<file path="src/txo_cfg.svh">
`ifndef TXO_CFG_SVH
`define TXO_CFG_SVH
// register offsets (byte addresses, one word each)
`define TXO_OFS_CTRL      8'h00
`define TXO_OFS_INSTR     8'h04
`define TXO_OFS_W         8'h08
`define TXO_OFS_STATUS    8'h0C
`define TXO_OFS_PTR       8'h10
`define TXO_OFS_LATCH     8'h14
`define TXO_OFS_BANK      8'h18
`define TXO_OFS_NEXT      8'h1C
`define TXO_OFS_HOLD_LO   8'h20
`define TXO_OFS_HOLD_HI   8'h24
// status bit positions
`define TXO_ST_BUSY       0
`define TXO_ST_SKIP       1
`define TXO_ST_ZERO       2
`define TXO_ST_NEG        4
// instruction encodings
`define TXO_ENC_TBL       14'h0002
`define TXO_ENC_TSTFZ     7'h33
`define TXO_ENC_XORLIT    8'h0A
`define TXO_ENC_XORFILE   6'h06
// pointer modes
`define TXO_MODE_NONE     2'h0
`define TXO_MODE_POSTINC  2'h1
`define TXO_MODE_POSTDEC  2'h2
`define TXO_MODE_PREINC   2'h3
// phases per instruction cycle
`define TXO_PHASES        4
`endif

</file>
<file path="src/txo_pkg.sv">
package txo_pkg;
	typedef enum logic [2:0] {
		TXO_NOP,
		TXO_TBL_RD,
		TXO_TBL_WR,
		TXO_TST_SKIP,
		TXO_XOR_LIT,
		TXO_XOR_FILE
	} txo_op_e;

	// program memory fetch request
	typedef struct packed {
		logic        req;
		logic [20:0] addr;
	} txo_pm_req_s;

	// data file access request
	typedef struct packed {
		logic        rd;
		logic        wr;
		logic [11:0] addr;
		logic [7:0]  wdata;
	} txo_file_req_s;
endpackage
</file>
<file path="src/txo_core.sv">
// How it works
// - table read mode: none, post inc/dec, pre-inc
// - table read copies memory byte into latch
// - pointer is 21 bits, byte addressing
// - pointer bit 0 selects low/high byte
// - read updates pointer per mode field
// - table write mode field, same four codes
// - write stores latch into holding slot ptr[2:0]
// - holding registers only stage, memory unchanged
// - test-skip reads file, flags untouched
// - zero operand skips next, two cycles
// - skipped two-word instruction costs three cycles
// - access bit 0 uses access bank
// - xor literal into working register
// - xor updates only negative and zero
// - xor file: d selects destination
// - phases: decode, read, process, write
//
// The Avalon-MM register port and the register offsets were left to the implementer.
`timescale 1ns/100ps
`include "txo_cfg.svh"
module txo_core #(
	parameter int PTR_W  = 21,
	parameter int HOLD_N = 8
) (
	// clock and reset
	input  wire logic                 mclk,
	input  wire logic                 sys_rst,
	// avalon-mm slave
	input  wire logic [7:0]           avs_address,
	input  wire logic                 avs_read,
	input  wire logic                 avs_write,
	input  wire logic [31:0]          avs_writedata,
	input  wire logic [3:0]           avs_byteenable,
	output logic      [31:0]          avs_readdata,
	output logic                      avs_waitrequest,
	// program memory
	output txo_pkg::txo_pm_req_s      pm_req,
	input  wire logic [15:0]          pm_rdata,
	// data file
	output txo_pkg::txo_file_req_s    file_req,
	input  wire logic [7:0]           file_rdata
);
	// ========================================
	// state
	logic [15:0]           instr_ff;
	logic [15:0]           next_word_ff;
	logic [7:0]            w_ff;
	logic                  neg_ff, zero_ff, skip_ff;
	logic [PTR_W-1:0]      ptr_ff;
	logic [7:0]            latch_ff;
	logic [7:0]            fetch_ff;
	logic [3:0]            bank_ff;
	logic [7:0]            hold_ff [HOLD_N];
	logic                  busy_ff;
	logic [1:0]            phase_ff;
	logic [1:0]            cyc_ff;
	logic [1:0]            ncyc_ff;
	logic [7:0]            opnd_ff;
	logic [7:0]            res_ff;
	logic                  rd_wait_ff;
	logic [31:0]           rdata_ff;
	txo_pkg::txo_op_e      op;

	// ========================================
	// decode, shared by start and execute
	function automatic txo_pkg::txo_op_e decode(input logic [15:0] iw);
		if (iw[15:4] == 12'h000 && iw[3:2] == 2'h2)
			return txo_pkg::TXO_TBL_RD;
		if (iw[15:4] == 12'h000 && iw[3:2] == 2'h3)
			return txo_pkg::TXO_TBL_WR;
		if (iw[15:9] == `TXO_ENC_TSTFZ)
			return txo_pkg::TXO_TST_SKIP;
		if (iw[15:8] == `TXO_ENC_XORLIT)
			return txo_pkg::TXO_XOR_LIT;
		if (iw[15:10] == `TXO_ENC_XORFILE)
			return txo_pkg::TXO_XOR_FILE;
		return txo_pkg::TXO_NOP;
	endfunction

	// two-word instructions in this core: top nibble C, 0x76xx/0x77xx, 0xECxx
	function automatic logic two_word(input logic [15:0] iw);
		return (iw[15:12] == 4'hC) || (iw[15:9] == 7'h3B) || (iw[15:8] == 8'hEC);
	endfunction

	assign op = decode(instr_ff);

	// ========================================
	// bus slave: one wait cycle on read, none on write while idle; writes wait while busy
	wire bus_sel_wr = avs_write && !busy_ff;
	assign avs_waitrequest = (avs_read && !rd_wait_ff) || (avs_write && busy_ff);
	assign avs_readdata    = rdata_ff;

	// read data capture
	always_ff @(posedge mclk or posedge sys_rst) begin
		if (sys_rst) begin
			rd_wait_ff <= 1'b0;
			rdata_ff   <= 32'h0000_0000;
		end else begin
			rd_wait_ff <= avs_read && !rd_wait_ff;
			if (avs_read && !rd_wait_ff) begin
				unique case (avs_address)
				`TXO_OFS_CTRL:    rdata_ff <= {31'h0, busy_ff};
				`TXO_OFS_INSTR:   rdata_ff <= {16'h0, instr_ff};
				`TXO_OFS_W:       rdata_ff <= {24'h0, w_ff};
				`TXO_OFS_STATUS:  rdata_ff <= {27'h0, neg_ff, 1'b0, zero_ff, skip_ff, busy_ff};
				`TXO_OFS_PTR:     rdata_ff <= {{(32-PTR_W){1'b0}}, ptr_ff};
				`TXO_OFS_LATCH:   rdata_ff <= {24'h0, latch_ff};
				`TXO_OFS_BANK:    rdata_ff <= {28'h0, bank_ff};
				`TXO_OFS_NEXT:    rdata_ff <= {16'h0, next_word_ff};
				`TXO_OFS_HOLD_LO: rdata_ff <= {hold_ff[3], hold_ff[2], hold_ff[1], hold_ff[0]};
				`TXO_OFS_HOLD_HI: rdata_ff <= {hold_ff[7], hold_ff[6], hold_ff[5], hold_ff[4]};
				default:          rdata_ff <= 32'h0000_0000;
				endcase
			end
		end
	end

	// ========================================
	// sequencer: writing ctrl bit 0 starts the loaded instruction
	wire start = bus_sel_wr && avs_address == `TXO_OFS_CTRL && avs_byteenable[0]
		&& avs_writedata[0];
	wire last_q = phase_ff == 2'(`TXO_PHASES - 1);
	wire done   = busy_ff && last_q && cyc_ff == ncyc_ff;

	always_ff @(posedge mclk or posedge sys_rst) begin
		if (sys_rst) begin
			busy_ff  <= 1'b0;
			phase_ff <= 2'h0;
			cyc_ff   <= 2'h0;
		end else if (start) begin
			busy_ff  <= 1'b1;
			phase_ff <= 2'h0;
			cyc_ff   <= 2'h0;
		end else if (busy_ff) begin
			phase_ff <= phase_ff + 2'h1;
			if (last_q)
				cyc_ff <= cyc_ff + 2'h1;
			if (done)
				busy_ff <= 1'b0;
		end
	end

	// cycle count: tables take 2, skip takes 1, or 2 or 3 on a zero operand
	always_ff @(posedge mclk or posedge sys_rst) begin
		if (sys_rst)
			ncyc_ff <= 2'h0;
		else if (busy_ff && phase_ff == 2'h0 && cyc_ff == 2'h0) begin
			unique case (op)
			txo_pkg::TXO_TBL_RD, txo_pkg::TXO_TBL_WR: ncyc_ff <= 2'h1;
			default: ncyc_ff <= 2'h0;
			endcase
		end else if (busy_ff && op == txo_pkg::TXO_TST_SKIP && cyc_ff == 2'h0
			&& phase_ff == 2'h2 && opnd_ff == 8'h00)
			ncyc_ff <= two_word(next_word_ff) ? 2'h2 : 2'h1;
	end

	// ========================================
	// operand address: access bank or banked
	wire [11:0] faddr = instr_ff[8] ? {bank_ff, instr_ff[7:0]}
		: {{4{instr_ff[7]}}, instr_ff[7:0]};
	wire [1:0]  mode  = instr_ff[1:0];
	wire        is_tbl = op == txo_pkg::TXO_TBL_RD || op == txo_pkg::TXO_TBL_WR;
	wire [PTR_W-1:0] ptr_inc = ptr_ff + PTR_W'(1);
	wire [PTR_W-1:0] ptr_dec = ptr_ff - PTR_W'(1);

	// file port: read in q2, write in q4 of first cycle
	always_comb begin
		file_req       = '0;
		file_req.addr  = faddr;
		file_req.rd    = busy_ff && cyc_ff == 2'h0 && phase_ff == 2'h1
			&& (op == txo_pkg::TXO_TST_SKIP || op == txo_pkg::TXO_XOR_FILE);
		file_req.wr    = busy_ff && cyc_ff == 2'h0 && last_q
			&& op == txo_pkg::TXO_XOR_FILE && instr_ff[9];
		file_req.wdata = res_ff;
	end

	// program memory fetch in q2 of second cycle
	always_comb begin
		pm_req      = '0;
		pm_req.req  = busy_ff && op == txo_pkg::TXO_TBL_RD && cyc_ff == 2'h1
			&& phase_ff == 2'h1;
		pm_req.addr = {ptr_ff[PTR_W-1:1], 1'b0};
	end

	// operand capture and processing
	always_ff @(posedge mclk or posedge sys_rst) begin
		if (sys_rst) begin
			opnd_ff <= 8'h00;
			res_ff  <= 8'h00;
		end else if (busy_ff && cyc_ff == 2'h0) begin
			if (phase_ff == 2'h1)
				opnd_ff <= op == txo_pkg::TXO_XOR_LIT ? instr_ff[7:0] : file_rdata;
			if (phase_ff == 2'h2)
				res_ff <= w_ff ^ opnd_ff;
		end
	end

	// working register and flags written in q4
	always_ff @(posedge mclk or posedge sys_rst) begin
		if (sys_rst) begin
			w_ff    <= 8'h00;
			neg_ff  <= 1'b0;
			zero_ff <= 1'b0;
		end else if (bus_sel_wr && avs_address == `TXO_OFS_W && avs_byteenable[0]) begin
			w_ff <= avs_writedata[7:0];
		end else if (busy_ff && cyc_ff == 2'h0 && last_q
			&& (op == txo_pkg::TXO_XOR_LIT || op == txo_pkg::TXO_XOR_FILE)) begin
			if (op == txo_pkg::TXO_XOR_LIT || !instr_ff[9])
				w_ff <= res_ff;
			neg_ff  <= res_ff[7];
			zero_ff <= res_ff == 8'h00;
		end
	end

	// skip flag, held until next start
	always_ff @(posedge mclk or posedge sys_rst) begin
		if (sys_rst)
			skip_ff <= 1'b0;
		else if (start)
			skip_ff <= 1'b0;
		else if (busy_ff && op == txo_pkg::TXO_TST_SKIP && cyc_ff == 2'h0
			&& phase_ff == 2'h2)
			skip_ff <= opnd_ff == 8'h00;
	end

	// table pointer: pre-inc in first q4, post-update at end
	always_ff @(posedge mclk or posedge sys_rst) begin
		if (sys_rst)
			ptr_ff <= '0;
		else if (bus_sel_wr && avs_address == `TXO_OFS_PTR)
			ptr_ff <= avs_writedata[PTR_W-1:0];
		else if (busy_ff && is_tbl && last_q) begin
			if (cyc_ff == 2'h0 && mode == `TXO_MODE_PREINC)
				ptr_ff <= ptr_inc;
			else if (cyc_ff == 2'h1 && mode == `TXO_MODE_POSTINC)
				ptr_ff <= ptr_inc;
			else if (cyc_ff == 2'h1 && mode == `TXO_MODE_POSTDEC)
				ptr_ff <= ptr_dec;
		end
	end

	// fetched byte held from q2 until the latch write in q4
	always_ff @(posedge mclk or posedge sys_rst) begin
		if (sys_rst)
			fetch_ff <= 8'h00;
		else if (pm_req.req)
			fetch_ff <= ptr_ff[0] ? pm_rdata[15:8] : pm_rdata[7:0];
	end

	// table latch: read lands in final q4
	always_ff @(posedge mclk or posedge sys_rst) begin
		if (sys_rst)
			latch_ff <= 8'h00;
		else if (bus_sel_wr && avs_address == `TXO_OFS_LATCH && avs_byteenable[0])
			latch_ff <= avs_writedata[7:0];
		else if (busy_ff && op == txo_pkg::TXO_TBL_RD && cyc_ff == 2'h1 && last_q)
			latch_ff <= fetch_ff;
	end

	// holding registers, staging only; program memory is never written
	generate
		for (genvar i = 0; i < HOLD_N; i++) begin : g_hold
			always_ff @(posedge mclk or posedge sys_rst) begin
				if (sys_rst)
					hold_ff[i] <= 8'hFF;
				else if (busy_ff && op == txo_pkg::TXO_TBL_WR && cyc_ff == 2'h1 && last_q
					&& ptr_ff[2:0] == 3'(i))
					hold_ff[i] <= latch_ff;
			end
		end
	endgenerate

	// instruction, next word and bank loaded by software
	always_ff @(posedge mclk or posedge sys_rst) begin
		if (sys_rst) begin
			instr_ff     <= 16'h0000;
			next_word_ff <= 16'h0000;
			bank_ff      <= 4'h0;
		end else if (bus_sel_wr) begin
			if (avs_address == `TXO_OFS_INSTR)
				instr_ff <= avs_writedata[15:0];
			if (avs_address == `TXO_OFS_NEXT)
				next_word_ff <= avs_writedata[15:0];
			if (avs_address == `TXO_OFS_BANK)
				bank_ff <= avs_writedata[3:0];
		end
	end

	// ========================================
	// checks
	chk_tbl_two_cycles: assert property (@(posedge mclk) disable iff (sys_rst)
		start && (avs_writedata[0]) && decode(instr_ff) == txo_pkg::TXO_TBL_RD
		|-> ##8 busy_ff ##1 !busy_ff)
		else $error("table read not two cycles");
	chk_latch_final_q: assert property (@(posedge mclk) disable iff (sys_rst)
		busy_ff && op == txo_pkg::TXO_TBL_RD && !(cyc_ff == 2'h1 && last_q)
		|=> $stable(latch_ff))
		else $error("table latch written before final phase");
	chk_xor_lit_res: assert property (@(posedge mclk) disable iff (sys_rst)
		start && decode(instr_ff) == txo_pkg::TXO_XOR_LIT
		|-> ##5 w_ff == ($past(w_ff, 5) ^ $past(instr_ff[7:0], 5)))
		else $error("xor literal result wrong");
	chk_xor_zero: assert property (@(posedge mclk) disable iff (sys_rst)
		start && decode(instr_ff) == txo_pkg::TXO_XOR_LIT
		|-> ##5 zero_ff == (w_ff == 8'h00) && neg_ff == w_ff[7])
		else $error("xor flags wrong");
	chk_skip_flags: assert property (@(posedge mclk) disable iff (sys_rst)
		busy_ff && op == txo_pkg::TXO_TST_SKIP
		|=> $stable(w_ff) && $stable(zero_ff) && $stable(neg_ff))
		else $error("test skip touched flags");
	chk_postinc_ptr: assert property (@(posedge mclk) disable iff (sys_rst)
		start && decode(instr_ff) == txo_pkg::TXO_TBL_RD && instr_ff[1:0] == 2'h1
		|-> ##9 ptr_ff == $past(ptr_ff, 9) + PTR_W'(1))
		else $error("post increment wrong");
	chk_preinc_fetch: assert property (@(posedge mclk) disable iff (sys_rst)
		start && decode(instr_ff) == txo_pkg::TXO_TBL_RD && instr_ff[1:0] == 2'h3
		|-> ##6 pm_req.req && ptr_ff == $past(ptr_ff, 6) + PTR_W'(1))
		else $error("pre increment fetch wrong");
	chk_file_wr_q4: assert property (@(posedge mclk) disable iff (sys_rst)
		file_req.wr |-> phase_ff == 2'h3 && instr_ff[9] && op == txo_pkg::TXO_XOR_FILE)
		else $error("file write outside q4");
	chk_hold_write: assert property (@(posedge mclk) disable iff (sys_rst)
		busy_ff && op == txo_pkg::TXO_TBL_WR && cyc_ff == 2'h1 && last_q
		|=> hold_ff[$past(ptr_ff[2:0])] == $past(latch_ff))
		else $error("holding register not written");
endmodule

</file>
<file path="config.mk">
export PLATFORM = sky130hd
export DESIGN_NAME = txo_core
export DESIGN_NICKNAME = d
export VERILOG_FILES = /design/src/txo_pkg.sv /design/src/txo_core.sv
export VERILOG_INCLUDE_DIRS = /design/src
export SDC_FILE = /design/constraint.sdc
export NUM_CORES = 1
export LEC_CHECK = 0
export ABC_AREA = 1
export BUFFER_PORTS_ARGS = -buffer_cell sky130_fd_sc_hd__buf_4
export CORE_MARGIN = 2
export CORE_UTILIZATION = 28
export CTS_CLUSTER_SIZE = 20
export DETAILED_ROUTE_END_ITERATION = 12
export PLACE_DENSITY_LB_ADDON = 0.15
export REMOVE_ABC_BUFFERS = 1
export SLEW_MARGIN = 20
export SYNTH_ARGS = -nofsm -noshare
export SYNTH_HDL_FRONTEND = slang
export SYNTH_SLANG_ARGS = --single-unit
export TNS_END_PERCENT = 50
</file>
<file path="constraint.sdc">
create_clock -name mclk -period 11.01 [get_ports mclk]
set_clock_uncertainty 0.15 [all_clocks]
set_input_delay 1.6515 -clock mclk [delete_from_list [all_inputs] [get_ports mclk]]
set_output_delay 1.6515 -clock mclk [all_outputs]
set_load 0.1 [all_outputs]
</file>
# --- After elaboration in Yosys (flattened, before gate mapping) ---
# Cells that the tools add are included.
totals:
  ff_bits: 204
classes:
  addsub: 4
  eq_ne: 37
  mux: 53
  bitwise: 2
  n_reduce_logical: 84
op_table:
  columns: ["operator", "n"]
  rows:
  - ["32-bit one-hot mux with 10 select lines", 1]
  - ["21-bit 2-to-1 mux", 5]
  - ["8-bit 2-to-1 mux", 7]
  - ["1-bit logical AND", 48]
  - ["8-bit by 5-bit == test with 1-bit output (second input constant)", 4]
  - ["3-bit 2-to-1 mux", 10]
  - ["8-bit by 4-bit == test with 1-bit output (second input constant)", 3]
  - ["8-bit zero test", 3]
  - ["21-bit by 1-bit adder with 21-bit output (second input constant)", 1]
  - ["1-bit 2-to-1 mux", 21]
  - ["21-bit by 1-bit subtractor with 21-bit output (second input constant)", 1]
  - ["3-bit == test (second input constant)", 6]
  - ["2-bit AND reduction", 9]
  - ["8-bit by 6-bit == test with 1-bit output (second input constant)", 2]
  - ["2-bit 2-to-1 mux", 8]
  - ["2-bit nonzero test", 8]
  - ["7-bit by 6-bit == test with 1-bit output (second input constant)", 2]
  - ["2-bit == test (second input constant)", 6]
  - ["3-bit by 2-bit == test with 1-bit output (second input constant)", 4]
  - ["12-bit zero test", 1]
  - ["12-bit 2-to-1 mux", 1]
  - ["8-bit by 3-bit == test with 1-bit output (second input constant)", 1]
  - ["8-bit == test (second input constant)", 1]
  - ["8-bit XOR", 1]
  - ["other kinds (13)", 26]

# --- Logic depth before layout (Yosys ltp) ---
# Gate-level depths: netlist of the first run.
depth:
  ltp_word: 25
  depth_mapped: 14

# --- Worst setup path before layout of the first run ---
# Ideal clock, no wire load.
synth_path:
  path_type: "input to output"
  startpoint: "in avs_write"
  endpoint: "out avs_waitrequest"
  t_arrival_ns: 3.796
  t_required_ns: 9.208
  slack_ns: 5.413
  path_stages: 2
  path_buffers: 0
  path_cell_list: "inv_1 -> o21ai_0"
synth_between:
  elab_chain_cells: 2
synth_rtl:
  columns: ["element", "line_no", "text"]
  rows:
  - ["start: declaration", "txo_core.sv:32", "input wire logic avs_write,"]
  - ["1-bit logical AND", "txo_core.sv:91", "assign avs_waitrequest = (avs_read && !rd_wait_ff) || (avs_write && busy_ff);"]
  - ["1-bit logical OR", "txo_core.sv:91", null]
  - ["end: declaration", "txo_core.sv:36", "output logic avs_waitrequest,"]
# No other way between the ends.

# --- Final worst setup path of the first run ---
layout_path:
  startpoint: "in avs_read"
  endpoint: "out avs_waitrequest"
layout_between:
  elab_chain_cells: 2
layout_rtl:
  columns: ["element", "line_no", "text"]
  rows:
  - ["start: declaration", "txo_core.sv:31", "input wire logic avs_read,"]
  - ["1-bit logical AND", "txo_core.sv:91", null]
  - ["1-bit logical OR", "txo_core.sv:91", null]
# No other way between the ends.

==> flow_metrics.env, run 1 <==
export IMPL_comb_power_share=0.123
export IMPL_seqPwrFrac=0.433
export IMPL_cts_resized=0
export IMPL_dr_first_iter_drc_count=593
export IMPL_maxSlewHeadroom=0.294
export IMPL_cp_required_ps=9210
export IMPL_yosys_warnings=0
export IMPL_drtAntennaViolNets=0
export IMPL_ir_worst_vdd_mv=0.106
export IMPL_slowest_stage="nor2_1"
export IMPL_clock_path_buffers=3
export IMPL_postPlaceCellArea_um2=12300
export IMPL_ys_types=44
export IMPL_cts_buffers=25
export IMPL_reg2reg_from="cyc_ff[0]"
export IMPL_postSynthCellCount=1440
export IMPL_p_int_w=0.00133
export IMPL_hp_class="register to register"
export IMPL_start_kind="primary input"
export IMPL_clock_power_share=0.444
export IMPL_vias=9787
export IMPL_die_area_um2=41000
export IMPL_grt_pass1_wl_um=59800
export IMPL_postCtsSetupRepairBufs=0
export IMPL_grt_start_max_net_pins=75
export IMPL_grt_pass1_vias=9547
export IMPL_grt_overflow=0
export IMPL_grtUsageTotal=0.189
export IMPL_h_tree_depth=1
export IMPL_ff2ff_setup_slack_ps=7090
export IMPL_stdcell_area_um2=13100
export IMPL_cts_tree="done"
export IMPL_swShare=0.287
export IMPL_clkSinkCount=204
export IMPL_rsz0062_at_grt="false"
export IMPL_wl_per_cell_um=18.9
export IMPL_leakage_nw=6.19
export IMPL_setup_viol=0
export IMPL_grt_antenna_before_repair=0
export IMPL_crit_arrival_ps=3580
export IMPL_synth_edff_count=0
export IMPL_holdCritStartpoint="avs_readdata[21]"
export IMPL_drc=0
export IMPL_drtPass1Iterations=6
export IMPL_avgViaCountPerCell=4.74
export IMPL_fin_crit_sh=0.489
export IMPL_ys_ff_latch=204
export IMPL_gp_congestion=0.889
export IMPL_diodes=0
export IMPL_port_buffers=133
export IMPL_crit_family="buffers and inverters"
export IMPL_switching_power_w=0.000535
export IMPL_die_h_um=203
export IMPL_dpl_hpwl_um=28600
export IMPL_wl_um=39000
export IMPL_worstMarginPinSlew_ps=1060
export IMPL_clk_latency_ps=540
export IMPL_start_util=0.284
export IMPL_rr_worst_depth=11
export IMPL_hold_viol_final=0
export IMPL_layout_commonest_cell="nand2_1"
export IMPL_min_path_cells=2
export IMPL_crit_path_max_fanout=44
export IMPL_synthFlopType="dfrtp_1"
export IMPL_root_buffer="clkbuf_16"
export IMPL_fmax_mhz=186
export IMPL_yosysSeqAreaShare=0.470
export IMPL_power_density_nw_per_um2=142
export IMPL_period_minus_slack_ps=5380
export IMPL_critical_path_class="primary input to primary output"
export IMPL_reg2reg_to="ptr_ff[5]"
export IMPL_cp_end_kind="primary output"
export IMPL_slew_viol_final=0
export IMPL_layout_nets=1612
export IMPL_maxCapViolCount=0
export IMPL_status="finished, final reports clean"
export IMPL_drive_gt1_frac=0.173
export IMPL_cp_cell_sequence="buf_4 -> inv_1 -> nor2_1 -> clkinv_1 -> buf_4 -> o21ai_0 -> buf_4"
export IMPL_row_count=72
export IMPL_placeableCoreArea_um2=38800
export IMPL_critPathMaxStageDelay_ps=710
export IMPL_area_growth_synth_to_final_pct=18.6
export IMPL_ios=149
export IMPL_holdPathEnd="avs_readdata[21]"
export IMPL_synthesis_area_um2=11000
export IMPL_die_w_um=203
export IMPL_whs_ps=326
export IMPL_timing_critical_path_mode_cell="buf_4"
export IMPL_syn_mean_instance_area_um2=7.67
export IMPL_cts_hold_buf=0
export IMPL_async_flop_share=1.00
export IMPL_clk_pin_slew_ps=60
export IMPL_mostFrequentLayoutCells="410 x nand2_1, 221 x o21ai_0, 174 x inv_1"
export IMPL_crit_buf_inv=5
export IMPL_finalSetupTns_ps=0
-- cells in the mapped netlist (6+ instances only) --
| cell type | instances | share of area |
|---|---|---|
| nand2_1 | 410 | 0.14 |
| o21ai_0 | 221 | 0.10 |
| inv_1 | 175 | 0.059 |
| dfrtp_1 | 140 | 0.32 |
| nand3_1 | 92 | 0.042 |
| nor2_1 | 72 | 0.024 |
| dfstp_2 | 64 | 0.15 |
| clkbuf_1 | 37 | 0.013 |
| buf_4 | 32 | 0.022 |
| o22ai_1 | 27 | 0.015 |
| a21oi_1 | 24 | 0.011 |
| nand4_1 | 24 | 0.014 |
| nor3_1 | 14 | 0.0063 |
| ha_1 | 13 | 0.015 |
| o211ai_1 | 12 | 0.0082 |
| buf_6 | 8 | 0.0082 |
| mux2i_1 | 8 | 0.0073 |
| o221ai_1 | 8 | 0.0063 |
| a211oi_1 | 6 | 0.0041 |
| buf_2 | 6 | 0.0027 |
-- registers in the layout (all words and copies together), names as in the netlist, 16 cells and up --
signal / count
hold_ff: 64
avs_readdata: 32
ptr_ff: 21
instr_ff: 16
next_word_ff: 16
-- power by group through the flow --
stage	clock [W]	combinational, W	sequential [W]
2_1_floorplan	0	0.000113	0.000852
3_3_place_gp	0	0.000229	0.000819
3_5_place_dp	0	0.000231	0.000820
4_1_cts	0.000849	0.000231	0.000807
5_1_grt	0.000877	0.000251	0.000811
6_report	0.000829	0.000229	0.000807
-- per-layer routing --
| layer | GRT usage | up-vias | wire length [um] |
|---|---|---|---|
| li1 | - | 4865 | - |
| met1 | 0.276 | 4666 | 19200 |
| met2 | 0.298 | 216 | 17500 |
| met3 | 0.0244 | 40 | 1630 |
| met4 | 0.0388 | 0 | 696 |
| met5 | 0 | - | 0 |
-- tightest hold or removal path, cell delays in order (launching register included) --
cell     delay (ps)
dfrtp_1         340
nand2_1          50
nand2_1          50
-- worst max path at each step --
stage	startpoint	to	slack, ps	cells past startpoint
2_1_floorplan	sys_rst	avs_readdata[0]	3750	1
3_3_place_gp	avs_read	avs_waitrequest	5580	7
5_1_grt	avs_read	avs_waitrequest	5370	7
3_5_place_dp	avs_read	avs_waitrequest	5600	7
4_1_cts	avs_read	avs_waitrequest	5590	7
6_report	avs_read	avs_waitrequest	5630	7
-- stage by stage --
step                      instances  setup WS, ps  total power [W]  utilization
after floorplan                1357          3750         0.000965            -
after global placement         2018          5580          0.00105        0.316
after detailed placement       2018          5600          0.00105        0.316
after CTS                      2064          5590          0.00189        0.337
after global routing           2064          5370          0.00194        0.337
final                          2064          5630          0.00187        0.337
-- cells by family (layout without fill, tap and decap cells) --
logic type | Yosys count | count (layout) | synth area share
compound gates | 312 | 312 | 0.156
xor+xnor | 7 | 7 | 0.00555
fa+ha+maj | 13 | 13 | 0.0147
buf+inv | 264 | 370 | 0.107
flops | 204 | 204 | 0.470
mux | 8 | 8 | 0.00725
other cells | 1 | 1 | 0.000340
simple gates | 631 | 631 | 0.240
-- layout make-up --
class | count | area [um^2]
Clock buffer | 42 | 759
Clock inverter | 4 | 60.1
Fill cell | 4198 | 25700
Inverter | 181 | 687
Multi-Input combinational cell | 972 | 4680
Sequential cell | 204 | 5180
Tap cell | 518 | 648
Timing Repair Buffer | 143 | 1070
Power figures use the tool's default switching activity.
==> run 2: changes to the inputs <==
- clock period: 11.01 -> 5.1 ns (I/O delays scaled with it)
==> run 2 against run 1 <==
  * Worst setup slack worse by 4400 ps
  * Highest routed layer is now met5
  * Wire length grew 0.69%
  * Die area unchanged
  * Critical path depth up 1
  * Clock power up 120%
  * Largest cell class unchanged
  * Non-clock buffer count up 7
  * Worst hold slack lost 290 ps
  * Global-route usage increased by 0.13 points
  * Design area increased by 0.66%
  * Critical endpoint is now file_req[20]
==> flow_metrics.env, run 2 (synthesized netlist as in run 1, its figures left out) <==
export IMPL_layout_commonest_cell="nand2_1"
export IMPL_drt_met1_wl_um=19100
export IMPL_crit_family="buffers and inverters"
export IMPL_status="finished, final reports clean"
export IMPL_period_minus_slack_ps=3820
export IMPL_slowest_stage="dfrtp_1"
export IMPL_row_count=72
export IMPL_fin_crit_sh=0.749
export IMPL_maxSlewHeadroom=0.292
export IMPL_grt_antenna_before_repair=1
export IMPL_grt_pass1_wl_um=60100
export IMPL_wl_per_cell_um=18.9
export IMPL_grtUsageTotal=0.190
export IMPL_top_register="hold_ff"
export IMPL_crit_buf_inv=3
export IMPL_placeableCoreArea_um2=38800
export IMPL_crit_arrival_ps=2910
export IMPL_maxCapViolCount=0
export IMPL_area_growth_synth_to_final_pct=19.4
export IMPL_die_h_um=203
export IMPL_worstMarginPinSlew_ps=1060
export IMPL_dpl_hpwl_um=28500
export IMPL_start_kind="register"
export IMPL_avgViaCountPerCell=4.79
export IMPL_rsz0062_at_grt="false"
export IMPL_nFillCells=4189
export IMPL_drc=0
export IMPL_postCtsSetupRepairBufs=0
export IMPL_dr_first_iter_drc_count=949
export IMPL_reg2reg_to="ptr_ff[16]"
export IMPL_cp_end_kind="primary output"
export IMPL_power_density_nw_per_um2=308
export IMPL_start_util=0.284
export IMPL_reg2reg_from="cyc_ff[1]"
export IMPL_gp_congestion=0.884
export IMPL_port_buffers=133
export IMPL_clkSinkCount=204
export IMPL_leakage_nw=6.24
export IMPL_grt_start_max_net_pins=136
export IMPL_crit_path_max_fanout=10
export IMPL_fmax_mhz=262
export IMPL_setup_viol=0
export IMPL_clk_pin_slew_ps=60
export IMPL_cp_required_ps=4180
export IMPL_die_area_um2=41000
export IMPL_wl_um=39300
export IMPL_critPathMaxStageDelay_ps=400
export IMPL_cts_tree="done"
export IMPL_clk_latency_ps=570
export IMPL_cp_depth=8
export IMPL_cts_buffers=26
export IMPL_register_area_um2=5180
export IMPL_critical_path_class="register to primary output"
export IMPL_drive_gt1_frac=0.176
export IMPL_met2_length_um=17800
export IMPL_grt_overflow=0
export IMPL_rr_worst_depth=15
export IMPL_met3_length_um=1860
export IMPL_timing_final_ws_setup_ps=1280
export IMPL_top_layer="met5"
export IMPL_vias=9926
export IMPL_post_place_ws_ps=1650
export IMPL_ios=149
export IMPL_largest_reg_flops=64
export IMPL_layout_nets=1620
export IMPL_die_w_um=203
export IMPL_clock_path_buffers=3
export IMPL_ir_worst_vdd_mv=0.309
export IMPL_hp_class="primary input to asynchronous set/reset pin"
export IMPL_drtAntennaViolNets=0
export IMPL_cp_cell_sequence="inv_1 -> nand3_1 -> nor2_4 -> nand2_1 -> inv_2 -> o211ai_2 -> a211oi_1 -> buf_4"
export IMPL_whs_ps=40.1
export IMPL_diodes=0
export IMPL_root_buffer="clkbuf_16"
export IMPL_ff2ff_setup_slack_ps=2190
export IMPL_grt_pass1_vias=9509
export IMPL_mostFrequentLayoutCells="410 x nand2_1, 221 x o21ai_0, 174 x inv_1"
export IMPL_cts_resized=0
export IMPL_slew_viol_final=0
export IMPL_multiInputGateArea_um2=4680
export IMPL_hold_viol_final=0
export IMPL_drtPass1Iterations=5
export IMPL_h_tree_depth=1
export IMPL_cts_hold_buf=0
==> run 2: cell types whose count changed in the layout (fill, tap and decap cells not counted), sizes merged <==
cell      delta
clkbuf       -1
clkinvlp     +1
buf          +7
clkinv       +2
==> run 2: area by class of cell <==
type                            instances  share of cell area
Clock buffer                           41              0.0567
Clock inverter                          7             0.00693
Inverter                              181              0.0521
Multi-Input combinational cell        972               0.355
Sequential cell                       204               0.393
Tap cell                              518              0.0492
Timing Repair Buffer                  150              0.0869
==> run 2: per-layer routing <==
layer / GRT usage / vias up
met4: 0.0326 / 2
met1: 0.278 / 4756
met2: 0.304 / 250
li1: - / 4869
met3: 0.0238 / 49
met5: 0 / -
==> run 2: per-stage QoR <==
stage | total power, W | setup TNS, ps | utilization | std cells | area [um^2]
finish | 0.00406 | 0 | 0.340 | 2073 | 13200
global route | 0.00424 | 0 | 0.340 | 2073 | 13200
CTS | 0.00411 | 0 | 0.339 | 2072 | 13200
detailed placement | 0.00227 | 0 | 0.317 | 2024 | 12300
global placement | 0.00227 | 0 | 0.317 | 2024 | 12300
floorplan | 0.00208 | -178710 | - | 1357 | 10500
==> run 2: worst max path at each step <==
stage	startpoint	slack (ps)	to
4_1_cts	instr_ff[9]	1240	file_req[20]
2_1_floorplan	sys_rst	-1280	avs_readdata[0]
5_1_grt	instr_ff[9]	1080	file_req[20]
3_3_place_gp	avs_address[1]	1700	ptr_ff[16]
3_5_place_dp	avs_address[1]	1650	ptr_ff[16]
6_report	instr_ff[15]	1280	file_req[20]
==> run 2: power by group <==
part	switching (W)	internal (W)	total (W)
combinational	0.000363	0.000138	0.000501
sequential	0.0000692	0.00167	0.00174
clock	0.000756	0.00106	0.00182
total	0.00119	0.00287	0.00406
